File: src/pkg/dmsd_pkg.sv
// constants for the demodulator monitor sigma-delta path: register map, fields, resets
// assumes a 32-bit classic wishbone register bus and a 100 MHz core clock
package dmsd_pkg;
	// register byte offsets
	localparam logic [3:0] ADDR_TEST = 4'h0;
	localparam logic [3:0] ADDR_OFS_GAIN = 4'h4;
	localparam logic [3:0] ADDR_CLK_DIV = 4'h8;
	localparam logic [3:0] ADDR_STATUS = 4'hC;
	// reset values
	localparam logic [31:0] TEST_RESET = 32'h0000000C;
	localparam logic [3:0] OFS_GAIN_SELECT = 4'hD;
	// select code 0xD, proportional coefficient 2 in [6:4], integral coefficient 3 in [10:7]
	localparam logic [31:0] OFS_GAIN_RESET = 32'h000001AD;
	localparam logic [7:0] DEMOD_DIV_RESET = 8'h08;
	localparam logic [7:0] CDR_DIV_RESET = 8'h10;
	// test register: digital test mode field
	localparam int TMODE_LSB = 14;
	localparam int TMODE_W = 5;
	localparam logic [4:0] TMODE_MON_RAW = 5'h07;
	localparam logic [4:0] TMODE_MON_OFS = 5'h0A;
	// offset and gain register fields
	localparam int SEL_W = 4;
	localparam int KP_LSB = 4;
	localparam int KP_W = 3;
	localparam int KI_LSB = 7;
	localparam int KI_W = 4;
	localparam int PE_LSB = 12;
	localparam int PE_W = 4;
	localparam int OFS_LSB = 16;
	localparam int OFS_W = 11;
	localparam int GAIN_LSB = 27;
	localparam int GAIN_W = 5;
	localparam logic [2:0] KP_RESET = 3'h2;
	localparam logic [3:0] KI_RESET = 4'h3;
	// offset of 4096 equals full scale 1.0, i.e. 32768 sample units
	localparam int OFS_UNIT_SHIFT = 3;
	localparam logic [4:0] GAIN_MAX = 5'h0F;
	// monitor mode
	typedef enum logic [1:0] {MON_OFF, MON_RAW, MON_OFFSET} dmsd_mode_t;
endpackage

File: src/rtl/dmsd_monitor_top.sv
// demodulator monitor path: offset removal, gain and a second-order sigma-delta modulator
// assumes demodulator samples arrive on the core clock and a classic wishbone master
// What this block does
// RULE_01: enabled monitor turns 16-bit post-filter output into one-bit second-order sigma-delta stream.
// RULE_02: the modulator bit drives the clock output pin for external filtering.
// RULE_03: samples move on demodulator clock ticks; modulator steps on data-recovery ticks.
// RULE_04: data recovery stops when its clock is at or above demodulator clock.
// RULE_05: controller may raise data-recovery clock for better monitor quality.
// RULE_06: digital test mode 7 enables the monitor without offset subtraction.
// RULE_07: digital test mode 10 enables the monitor with offset subtraction.
// RULE_08: modulator input comes from whichever demodulator is active.
// RULE_09: controller programs the offset near the intermediate frequency for linear demodulation.
// RULE_10: controller writes half the measured intermediate frequency into the offset field.
// RULE_11: modulator input is (signal minus offset/4096) times two to the gain.
// RULE_12: integral coefficient resets to 3, proportional coefficient to 2.
// RULE_13: test register resets to 0x0000000C, monitor disabled.
// RULE_14: offset and gain writes only land when select bits carry its code.
`timescale 1ns/1ps
module dmsd_monitor_top #(
	parameter int FIFO_DEPTH = 16,
	parameter int SAMPLE_W = 16
) (
	// clock and reset
	input wire logic i_core_clk,
	input wire logic i_srst,
	// wishbone slave
	input wire logic i_wb_cyc,
	input wire logic i_wb_stb,
	input wire logic i_wb_we,
	input wire logic [3:0] i_wb_adr,
	input wire logic [3:0] i_wb_sel,
	input wire logic [31:0] i_wb_dat,
	output logic o_wb_ack,
	output logic [31:0] o_wb_dat,
	// demodulator outputs
	input wire logic i_linear_active,
	input wire logic [SAMPLE_W-1:0] i_corr_sample,
	input wire logic [SAMPLE_W-1:0] i_lin_sample,
	input wire logic i_sample_valid,
	output logic o_sample_ready,
	// pin and status
	output logic o_clock_output_pin,
	output logic o_cdr_run
);
	localparam logic [23:0] FB_POS = 24'h007FFF;
	localparam logic [23:0] FB_NEG = 24'hFF8000;

	logic [31:0] test_q;
	logic [31:0] og_q;
	logic [15:0] div_q;
	logic ack_q;
	logic [31:0] rdat_q;
	logic req;
	logic wr_en;
	dmsd_pkg::dmsd_mode_t mode;
	logic mon_en;
	logic [7:0] demod_cnt_q;
	logic [7:0] cdr_cnt_q;
	logic demod_tick_q;
	logic cdr_tick_q;
	logic cdr_run_q;
	logic [SAMPLE_W-1:0] src_sample;
	logic fifo_valid;
	logic [SAMPLE_W-1:0] fifo_data;
	logic [$clog2(FIFO_DEPTH):0] fifo_count;
	logic fifo_push_ok;
	logic pop;
	logic [SAMPLE_W-1:0] dac_in_d;
	logic [SAMPLE_W-1:0] dac_in_q;
	logic [23:0] int1_q;
	logic [23:0] int2_q;
	logic [23:0] int1_d;
	logic [23:0] int2_d;
	logic bit_q;
	logic pin_q;

	// saturate a wide signed value into 16 bits
	function automatic logic [15:0] sat16(input logic signed [35:0] v);
		if (v > 36'sd32767) begin
			sat16 = 16'h7FFF;
		end else if (v < -36'sd32768) begin
			sat16 = 16'h8000;
		end else begin
			sat16 = v[15:0];
		end
	endfunction

	// saturating integrator add; keeps the loop from wrapping on full-scale input
	function automatic logic [23:0] sat_add24(input logic [23:0] a, input logic [23:0] b, input logic [23:0] c);
		logic signed [25:0] s;
		s = 26'(signed'(a)) + 26'(signed'(b)) - 26'(signed'(c));
		if (s > 26'sh7FFFFF) begin
			sat_add24 = 24'h7FFFFF;
		end else if (s < -26'sh800000) begin
			sat_add24 = 24'h800000;
		end else begin
			sat_add24 = s[23:0];
		end
	endfunction

	// byte-lane merge for writes
	function automatic logic [31:0] merge(input logic [31:0] old, input logic [31:0] nw, input logic [3:0] sel);
		logic [31:0] r;
		r = old;
		for (int i = 0; i < 4; i++) begin
			if (sel[i]) begin
				r[8*i +: 8] = nw[8*i +: 8];
			end
		end
		merge = r;
	endfunction

	// bus request; the write lands on the edge where the master sees ack
	assign req = i_wb_cyc && i_wb_stb;
	assign wr_en = req && i_wb_we && ack_q;

	// ack one cycle after the request, for one cycle
	always_ff @(posedge i_core_clk) begin
		if (i_srst) begin
			ack_q <= 1'b0;
		end else begin
			ack_q <= req && !ack_q;
		end
	end

	// read data; offset and gain register is write-only, unmapped reads give zero
	always_ff @(posedge i_core_clk) begin
		if (i_srst) begin
			rdat_q <= 32'h00000000;
		end else if (req && !ack_q && !i_wb_we) begin
			case (i_wb_adr)
				dmsd_pkg::ADDR_TEST: rdat_q <= test_q;
				dmsd_pkg::ADDR_CLK_DIV: rdat_q <= {16'h0000, div_q};
				dmsd_pkg::ADDR_STATUS: rdat_q <= {24'h000000, 3'(fifo_count), cdr_run_q, bit_q, mon_en, 2'(mode)};
				default: rdat_q <= 32'h00000000;
			endcase
		end
	end

	// test register
	always_ff @(posedge i_core_clk) begin
		if (i_srst) begin
			test_q <= dmsd_pkg::TEST_RESET; // RULE_13
		end else if (wr_en && i_wb_adr == dmsd_pkg::ADDR_TEST) begin
			test_q <= merge(test_q, i_wb_dat, i_wb_sel);
		end
	end

	// offset and gain register; words with a foreign select code are dropped
	always_ff @(posedge i_core_clk) begin
		if (i_srst) begin
			og_q <= dmsd_pkg::OFS_GAIN_RESET; // RULE_12
		end else if (wr_en && i_wb_adr == dmsd_pkg::ADDR_OFS_GAIN
			&& i_wb_dat[dmsd_pkg::SEL_W-1:0] == dmsd_pkg::OFS_GAIN_SELECT && i_wb_sel[0]) begin // RULE_14
			og_q <= merge(og_q, i_wb_dat, i_wb_sel);
		end
	end

	// clock divider register: demodulator divide in [7:0], data-recovery divide in [15:8]
	always_ff @(posedge i_core_clk) begin
		if (i_srst) begin
			div_q <= {dmsd_pkg::CDR_DIV_RESET, dmsd_pkg::DEMOD_DIV_RESET};
		end else if (wr_en && i_wb_adr == dmsd_pkg::ADDR_CLK_DIV) begin
			div_q <= 16'(merge({16'h0000, div_q}, i_wb_dat, i_wb_sel));
		end
	end

	// test mode decode
	always_comb begin
		case (test_q[dmsd_pkg::TMODE_LSB +: dmsd_pkg::TMODE_W])
			dmsd_pkg::TMODE_MON_RAW: mode = dmsd_pkg::MON_RAW; // RULE_06
			dmsd_pkg::TMODE_MON_OFS: mode = dmsd_pkg::MON_OFFSET; // RULE_07
			default: mode = dmsd_pkg::MON_OFF;
		endcase
	end
	assign mon_en = (mode != dmsd_pkg::MON_OFF);

	// internal clock rates as ticks of the core clock; a divide of zero acts as one
	always_ff @(posedge i_core_clk) begin
		if (i_srst) begin
			demod_cnt_q <= 8'h00;
			demod_tick_q <= 1'b0;
		end else if (demod_cnt_q == 8'h00) begin
			demod_cnt_q <= (div_q[7:0] == 8'h00) ? 8'h00 : div_q[7:0] - 8'h01;
			demod_tick_q <= 1'b1;
		end else begin
			demod_cnt_q <= demod_cnt_q - 8'h01;
			demod_tick_q <= 1'b0;
		end
	end

	always_ff @(posedge i_core_clk) begin
		if (i_srst) begin
			cdr_cnt_q <= 8'h00;
			cdr_tick_q <= 1'b0;
		end else if (cdr_cnt_q == 8'h00) begin
			cdr_cnt_q <= (div_q[15:8] == 8'h00) ? 8'h00 : div_q[15:8] - 8'h01;
			cdr_tick_q <= 1'b1;
		end else begin
			cdr_cnt_q <= cdr_cnt_q - 8'h01;
			cdr_tick_q <= 1'b0;
		end
	end

	// data recovery runs only while its clock is slower than the demodulator clock
	always_ff @(posedge i_core_clk) begin
		if (i_srst) begin
			cdr_run_q <= 1'b0;
		end else begin
			cdr_run_q <= (div_q[15:8] > div_q[7:0]); // RULE_04
		end
	end

	// source select follows the active demodulator
	assign src_sample = i_linear_active ? i_lin_sample : i_corr_sample; // RULE_08
	assign fifo_push_ok = i_sample_valid && demod_tick_q; // RULE_03

	// the fifo absorbs the rate gap between the two ticks; flushed while the monitor is off
	dmsd_fifo #(
		.WIDTH(SAMPLE_W),
		.DEPTH(FIFO_DEPTH)
	) u_fifo (
		.i_core_clk(i_core_clk),
		.i_srst(i_srst),
		.i_flush(!mon_en),
		.i_valid(fifo_push_ok),
		.i_data(src_sample),
		.o_ready(o_sample_ready),
		.o_valid(fifo_valid),
		.o_data(fifo_data),
		.i_ready(cdr_tick_q),
		.o_count(fifo_count)
	);
	assign pop = fifo_valid && cdr_tick_q && mon_en; // RULE_03

	// offset removal and power-of-two gain; gain above 15 is clamped
	always_comb begin
		logic signed [35:0] diff;
		logic [4:0] g;
		diff = 36'(signed'(fifo_data));
		g = og_q[dmsd_pkg::GAIN_LSB +: dmsd_pkg::GAIN_W];
		if (g > dmsd_pkg::GAIN_MAX) begin
			g = dmsd_pkg::GAIN_MAX;
		end
		if (mode == dmsd_pkg::MON_OFFSET) begin
			diff = diff - (36'(og_q[dmsd_pkg::OFS_LSB +: dmsd_pkg::OFS_W]) << dmsd_pkg::OFS_UNIT_SHIFT); // RULE_11
		end
		dac_in_d = sat16(diff <<< g); // RULE_11
	end

	// modulator input holds between pops
	always_ff @(posedge i_core_clk) begin
		if (i_srst || !mon_en) begin
			dac_in_q <= 16'h0000;
		end else if (pop) begin
			dac_in_q <= dac_in_d;
		end
	end

	// two cascaded integrators, each fed back from the one-bit output
	always_comb begin
		int1_d = sat_add24(int1_q, 24'(signed'(dac_in_q)), bit_q ? FB_POS : FB_NEG);
		int2_d = sat_add24(int2_q, int1_d, bit_q ? FB_POS : FB_NEG);
	end

	always_ff @(posedge i_core_clk) begin
		if (i_srst || !mon_en) begin
			int1_q <= 24'h000000;
			int2_q <= 24'h000000;
			bit_q <= 1'b0;
		end else if (cdr_tick_q) begin
			int1_q <= int1_d; // RULE_01
			int2_q <= int2_d;
			bit_q <= !int2_d[23]; // RULE_01
		end
	end

	// pin shows the bit stream only while monitoring, else stays low
	always_ff @(posedge i_core_clk) begin
		if (i_srst) begin
			pin_q <= 1'b0;
		end else begin
			pin_q <= mon_en && bit_q; // RULE_02
		end
	end

	assign o_wb_ack = ack_q;
	assign o_wb_dat = rdat_q;
	assign o_clock_output_pin = pin_q;
	assign o_cdr_run = cdr_run_q;
endmodule

File: src/rtl/dmsd_fifo.sv
// synchronous fifo with valid/ready on both sides and a flush input
// assumes one clock and a synchronous active-high reset
`timescale 1ns/1ps
module dmsd_fifo #(
	parameter int WIDTH = 16,
	parameter int DEPTH = 16
) (
	// clock and reset
	input wire logic i_core_clk,
	input wire logic i_srst,
	input wire logic i_flush,
	// fill side
	input wire logic i_valid,
	input wire logic [WIDTH-1:0] i_data,
	output logic o_ready,
	// drain side
	output logic o_valid,
	output logic [WIDTH-1:0] o_data,
	input wire logic i_ready,
	// fill level
	output logic [$clog2(DEPTH):0] o_count
);
	localparam int AW = $clog2(DEPTH);
	localparam logic [AW:0] FULL = (AW+1)'(DEPTH);
	logic [WIDTH-1:0] mem_q [DEPTH];
	logic [AW-1:0] wr_ptr_q;
	logic [AW-1:0] rd_ptr_q;
	logic [AW:0] count_q;
	logic [AW:0] count_d;
	logic ready_q;
	logic push;
	logic pop;

	// handshakes; both sides are honest about full and empty
	assign push = i_valid && ready_q && !i_flush;
	assign pop = i_ready && (count_q != '0) && !i_flush;
	assign o_valid = (count_q != '0);
	assign o_data = mem_q[rd_ptr_q];
	assign o_ready = ready_q;
	assign o_count = count_q;

	// next fill level
	always_comb begin
		count_d = count_q;
		if (push && !pop) begin
			count_d = count_q + 1'b1;
		end else if (pop && !push) begin
			count_d = count_q - 1'b1;
		end
	end

	// storage
	always_ff @(posedge i_core_clk) begin
		if (push) begin
			mem_q[wr_ptr_q] <= i_data;
		end
	end

	// pointers, level and registered ready
	always_ff @(posedge i_core_clk) begin
		if (i_srst || i_flush) begin
			wr_ptr_q <= '0;
			rd_ptr_q <= '0;
			count_q <= '0;
			ready_q <= 1'b1;
		end else begin
			if (push) begin
				wr_ptr_q <= wr_ptr_q + 1'b1;
			end
			if (pop) begin
				rd_ptr_q <= rd_ptr_q + 1'b1;
			end
			count_q <= count_d;
			ready_q <= (count_d != FULL);
		end
	end
endmodule

File: config.mk
export PLATFORM = sky130hd
export DESIGN_NAME = dmsd_monitor_top
export DESIGN_NICKNAME = d
export VERILOG_FILES = /design/src/pkg/dmsd_pkg.sv /design/src/rtl/dmsd_monitor_top.sv /design/src/rtl/dmsd_fifo.sv
export SDC_FILE = /design/constraint.sdc
export NUM_CORES = 1
export LEC_CHECK = 0
export ABC_AREA = 1
export BUFFER_PORTS_ARGS = -buffer_cell sky130_fd_sc_hd__buf_2
export CAP_MARGIN = 20
export CELL_PAD_IN_SITES_DETAIL_PLACEMENT = 0
export CELL_PAD_IN_SITES_GLOBAL_PLACEMENT = 1
export CORE_MARGIN = 1
export CORE_UTILIZATION = 48
export CTS_CLUSTER_DIAMETER = 60
export DETAILED_ROUTE_END_ITERATION = 8
export GPL_TIMING_DRIVEN = 0
export MAX_ROUTING_LAYER = met4
export PLACE_DENSITY = 0.89
export SKIP_CTS_REPAIR_TIMING = 1
export SLEW_MARGIN = 20
export SYNTH_ARGS = -nofsm -noshare
export SYNTH_HDL_FRONTEND = slang
export SYNTH_SLANG_ARGS = --single-unit
File: constraint.sdc
create_clock -name i_core_clk -period 8.6 [get_ports i_core_clk]
set_input_delay 2.15 -clock i_core_clk [delete_from_list [all_inputs] [get_ports i_core_clk]]
set_output_delay 2.15 -clock i_core_clk [all_outputs]
set_load 0.005 [all_outputs]
==> results of run 1 <==
power by group:
| part | leakage [nW] | internal, W | switching [W] | total (W) |
|---|---|---|---|---|
| combinational | 6.34 | 0.000135 | 0.000254 | 0.000388 |
| clock | 0.862 | 0.00130 | 0.000941 | 0.00224 |
| sequential | 3.92 | 0.00235 | 0.0000260 | 0.00237 |
cell type report:
cell class	instances	area, sq um
Tap cell	672	840.8
Fill cell	4476	22350
Buffer	122	646.9
Clock buffer	66	1414
Multi-Input combinational cell	1889	10860
Sequential cell	456	11700
Inverter	313	1177
Timing Repair Buffer	116	633.1
Clock inverter	28	346.6
layer usage:
| layer | up-vias | GRT usage, % | share of wire (%) |
|---|---|---|---|
| met5 | - | - | 0 |
| met2 | 816 | 45.03 | 47 |
| met3 | 137 | 3.797 | 7.6 |
| met4 | 0 | 9.394 | 3.1 |
| met1 | 9675 | 36.36 | 43 |
| li1 | 9785 | - | - |
state kept, by name (all words and copies together), names as in the netlist, 8 cells and up, named ones only:
name	flops
u_fifo.mem_q	256
o_wb_dat	32
test_q	32
int1_q	24
int2_q	24
dac_in_q	16
div_q	16
og_q	16
cdr_cnt_q	8
demod_cnt_q	8
worst max-delay path: cells and delay by family (launching register included):
kind,cells,cell delay (ns)
simple gates,9,1.76
compound gates,5,1.90
flops,1,0.63
xor+xnor,2,0.32
fa+ha+maj,4,1.99
buf+inv,6,1.25
cells in the mapped netlist, types with 4 or more instances:
library cell / number
dfxtp_1: 200
a31oi_1: 8
o21a_1: 8
nor2_2: 7
nand2_2: 4
a21o_1: 4
nand3_1: 201
o22ai_1: 11
buf_1: 7
nor2_1: 296
xor2_1: 36
nand2_1: 477
edfxtp_1: 256
clkbuf_1: 62
or2_2: 9
nor4_1: 6
nand4_1: 17
buf_2: 28
a211oi_1: 18
o221ai_1: 16
buf_4: 11
buf_6: 12
ha_1: 84
fa_1: 49
inv_1: 307
o21ai_0: 224
mux2_2: 16
o211ai_1: 55
o21ai_1: 39
a21oi_1: 201
a221oi_1: 12
nor3_1: 27
a21oi_2: 11
xnor2_1: 26
logic make-up (layout without fill, tap and decap cells):
logic type | Yosys count | after routing
muxes | 16 | 16
AOI/OAI and AO/OA | 623 | 623
buffers and inverters | 435 | 645
DFF | 456 | 456
xor gates and xnor gates | 62 | 62
adders and majority gates | 133 | 133
and+or+nand+nor | 1055 | 1055
path summary, 6_finish.rpt:
check / end / slack, ns / cells after the start
min: test_q[31] / 0.45 / 2
max reg2reg: int2_q[7] / 0.64 / 26
min reg2reg: test_q[31] / 0.45 / 2
max: int2_q[7] / 0.64 / 26
through the flow:
step                cell area (sq um)  setup slack, ns  cells  setup TNS [ns]
floorplan                       24250            1.167   2780               0
global placement                25650           -1.507   3565          -32.30
detailed placement              25830           0.2391   3567               0
CTS                             27590           0.2367   3661               0
global route                    27610         0.001324   3662               0
finish                          27610           0.6425   3662               0
==> impl_metrics.toml, run 1 <==
[worst_setup_path]
crit_type = "reg2reg"
crit_slowest_cell = "dfxtp_4"
startpoint = "bit_q"
crit-reg2reg-launch = "bit_q"
endpoint_kind = "flop"
path_max_fanout = 24
required_ns = 9.10
critPathLaunchType = "flop"
cp_common_cell = "inv_1"
critPathArrivalTime_ns = 8.46
max_stage_delay_ns = 0.63

[sta]
fmaxAchievable_mhz = 125.7
skew_ns = 0.05392
hold_viol = 0
fin_crit_ns = 7.957
timing.slew.headroom_pct = 41.73
finalCritPeriodShare_pct = 92.53
maxSlewViolCount = 0
holdWs_ns = 0.4487
rsz0062_at_grt = "false"
tightest_slew_ns = 0.8694
setup_viol = 0

[grt]
grt_pass1_wl_mm = 107.3
grt_overflow = 0
grt_pass1_vias = 19390
grt_usage_pct = 27.99
antenna_found_initial = 0
grt_max_degree = 46

[synth]
synth_largest_area_cell = "edfxtp_1"
synthCells = 2780
synth_xor_xnor_area_share_pct = 2.239
ys_seq_area_share_pct = 48.21
ys_warn_count = 0
synth_top_family_by_area = "simple AND/OR/NAND/NOR gates"
synth_compound_area_share_pct = 14.70
synth-simple-area-share_pct = 18.20
synth_edf_count = 256
ys_ff_latch = 456
muxShareOfSynthArea_pct = 0.7430
synth_fp_nets = 2992
synth_flop_cell = "edfxtp_1"
syn-cell-area_sq_um = 24250
yosys-top-cells-area = "edfxtp_1, dfxtp_1, nand2_1, inv_1, o21ai_0"
synthArstFlopShare_pct = 0
syn_avg_cell_area_sq_um = 8.722
synthAdderAreaFrac_pct = 8.380
yosysTopAreaCellShare_pct = 31.70
synth_cell_types = 53

[clock_network]
numCtsBuffers = 52
cts_buffer_depth = 3
cts_sinks = 456
cts_root_buf = "clkbuf_16"
cts_max_level = 2
clk_latency_ns = 0.64
cts_tree = "built"
path_clk_slew_ns = 0.06

[place]
hpwlAfterDp_mm = 49.55
gp_congestion = 0.9399
io_buffers = 113

[routing]
dr.pass1.iters = 5
drc_errors = 0
avgRoutedWirePerCell_microns = 18.98
postRouteAntennaNets = 0
vias = 20410
drt-initial-drc-count = 2011
wl_mm = 69.50
vias_per_cell = 5.574

[cells_and_area]
n_antenna_cell = 0
final_nets = 3162
layout_common_cells = "nand2_1, inv_1, nor2_1"
drive_above_1_share_pct = 11.00
fin_util_pct = 55.26
final_common_cell = "nand2_1"
syn2layout_area_growth_pct = 13.87

[job]
drv_cap = 0

[die]
die_w_microns = 226.8
dieArea_sq_um = 51420
core.rowCount = 82
die_y_microns = 226.8
io_pins = 115
start_util_pct = 48.53
core_sq_um = 49970

[hold_path]
hp-class = "reg2reg"
hp-start = "test_q[31]"

[run_status]
outcome = "finished clean"

[power]
power_density_nw_per_um2 = 181.3
worst_ir_drop_vdd_mv = 0.2045
p_leak_nw = 11.12
finalPower_w = 0.005006
Note: power is estimated with default switching activity, not from simulation.
==> run 2, diff against run 1 <==
BUFFER_PORTS_ARGS = default   (was -buffer_cell sky130_fd_sc_hd__buf_2)
CORE_UTILIZATION = 50   (was 48)
DONT_BUFFER_PORTS = 1   (was default)
==> impl_metrics.toml, run 2 (same netlist as run 1, synthesis figures left out) <==
[cells_and_area]
largest_reg_flops = 256
n_antenna_cell = 0
layout_common_cells = "nand2_1, inv_1, nor2_1"
drive_above_1_share_pct = 7.096
fin_util_pct = 56.22
syn2layout_area_growth_pct = 10.69
final_nets = 3046
final_common_cell = "nand2_1"
fill_cells = 4271
regMostFlops = "u_fifo.mem_q"

[worst_setup_path]
path_buf_inv = 6
critPathArrivalTime_ns = 8.45
r2r_slack_ns = 0.65
path_max_fanout = 24
ff2ff_path_depth = 26
startpoint = "bit_q"
endpoint = "int2_q[8]"
required_ns = 9.10
reg2reg_to = "int2_q[8]"
max_stage_delay_ns = 0.63
crit-reg2reg-launch = "bit_q"
endpoint_kind = "flop"
crit_type = "reg2reg"
crit_slowest_cell = "dfxtp_4"
critical_path.top_delay_family = "adder cells"
path_depth = 26
critPathLaunchType = "flop"

[routing]
postRouteAntennaNets = 0
dr.pass1.iters = 6
wl_mm = 68.22
drt-initial-drc-count = 1913
drc_errors = 0
avgRoutedWirePerCell_microns = 19.55
vias = 19890
vias_per_cell = 5.698

[clock_network]
cts_max_level = 2
clk_latency_ns = 0.62
numCtsBuffers = 50
path_clk_slew_ns = 0.06
cts_root_buf = "clkbuf_16"
cts_tree = "built"
cts_sinks = 456
cts_buffer_depth = 3

[grt]
grt_pass1_wl_mm = 106.4
grt_max_degree = 46
grt_usage_pct = 28.48
grt_overflow = 0
antenna_found_initial = 0
grt_pass1_vias = 19150

[sta]
setup_viol = 0
maxSlewViolCount = 0
timing.slew.headroom_pct = 41.49
hold_viol = 0
fin_setup_tns_ns = 0
holdWs_ns = 0.4520
skew_ns = 0.02927
finalCritPeriodShare_pct = 92.48
fin_crit_ns = 7.953
fmaxAchievable_mhz = 125.7
tightest_slew_ns = 0.8777
worst_slack_ns = 0.6468

[die]
dieArea_sq_um = 49380
io_pins = 115
start_util_pct = 50.79
core.rowCount = 80
die_y_microns = 222.2
core_sq_um = 47750
die_w_microns = 222.2

[job]
drv_cap = 0

[place]
io_buffers = 0
hpwlAfterDp_mm = 48.15
pre_cts_slack_ns = 0.1871
gp_congestion = 0.9393

[power]
p_comb_share_pct = 7.5
p_sw_w = 0.001182
p_int_w = 0.003732
switching_share_pct = 24.06
p_leak_nw = 10.55
power_density_nw_per_um2 = 183.1
p_clk_share_pct = 44.2
pwr-share-seq_pct = 48.3
worst_ir_drop_vdd_mv = 0.2181

[run_status]
outcome = "finished clean"

[hold_path]
hp-class = "reg2reg"
[run 2: cell types whose count changed in the layout (fill, tap and decap cells not counted), moves of 2 or more]
cell,change
buf_2,-113
clkbuf_1,+3
clkbuf_16,-2
clkbuf_8,-2
clkinv_1,+7
clkinv_16,-2
clkinv_2,-6
inv_6,-3
[run 2: worst min-delay path by stage]
stage	from	end	depth (start not counted)
6_report	test_q[11]	test_q[11]	2
3_5_place_dp	test_q[26]	test_q[26]	2
4_1_cts	test_q[26]	test_q[26]	2
5_1_grt	test_q[11]	test_q[11]	2
3_3_place_gp	test_q[30]	test_q[30]	2
2_1_floorplan	test_q[19]	test_q[19]	2
[run 2: power groups by stage]
stage                     combinational, W  clock (W)  sequential (W)
final                             0.000366    0.00217         0.00237
after floorplan                   0.000277          0         0.00241
after CTS                         0.000366    0.00218         0.00237
after global placement            0.000353          0         0.00242
after global routing              0.000417    0.00226         0.00238
after detailed placement          0.000364          0         0.00242
[run 2: worst register-to-register path, cell delays in order (launching register included)]
cell	delay, ns
dfxtp_4	0.63
inv_1	0.37
fa_1	0.60
inv_1	0.07
fa_1	0.48
o21ai_0	0.48
nand3_1	0.14
nand3_1	0.23
a21oi_1	0.12
xnor2_1	0.15
inv_1	0.07
o21ai_1	0.37
inv_1	0.25
o21ai_0	0.59
fa_1	0.55
ha_1	0.36
nand2_1	0.11
nor4_1	0.48
nand3_1	0.18
nand3_1	0.18
xor2_1	0.16
inv_1	0.06
or2_2	0.28
nand2_1	0.13
clkbuf_1	0.41
nand3_1	0.14
a221oi_1	0.27
[run 2: layout make-up]
cell class / count / area, sq um / share of cell area, %
Multi-Input combinational cell: 1889 / 10860 / 40.45
Inverter: 313 / 1177 / 4.387
Clock buffer: 65 / 1348 / 5.021
Sequential cell: 456 / 11700 / 43.57
Clock inverter: 28 / 306.5 / 1.142
Buffer: 122 / 646.9 / 2.410
Timing Repair Buffer: 2 / 40.04 / 0.1492
Tap cell: 615 / 769.5 / 2.867
[run 2: routing by layer]
metal | part of all wire (%) | global-route usage, % | up-vias
met5 | 0 | - | -
met4 | 2.7 | 9.655 | 0
met3 | 7.2 | 4.179 | 147
met2 | 47 | 44.99 | 764
met1 | 43 | 37.56 | 9424
li1 | - | - | 9551
[run 2: through the flow]
stage	std cells	power, W	area (sq um)
detailed placement	3396	0.002784	25160
finish	3490	0.004915	26840
floorplan	2780	0.002691	24250
global route	3490	0.005057	26840
CTS	3489	0.004918	26820
global placement	3395	0.002772	25020
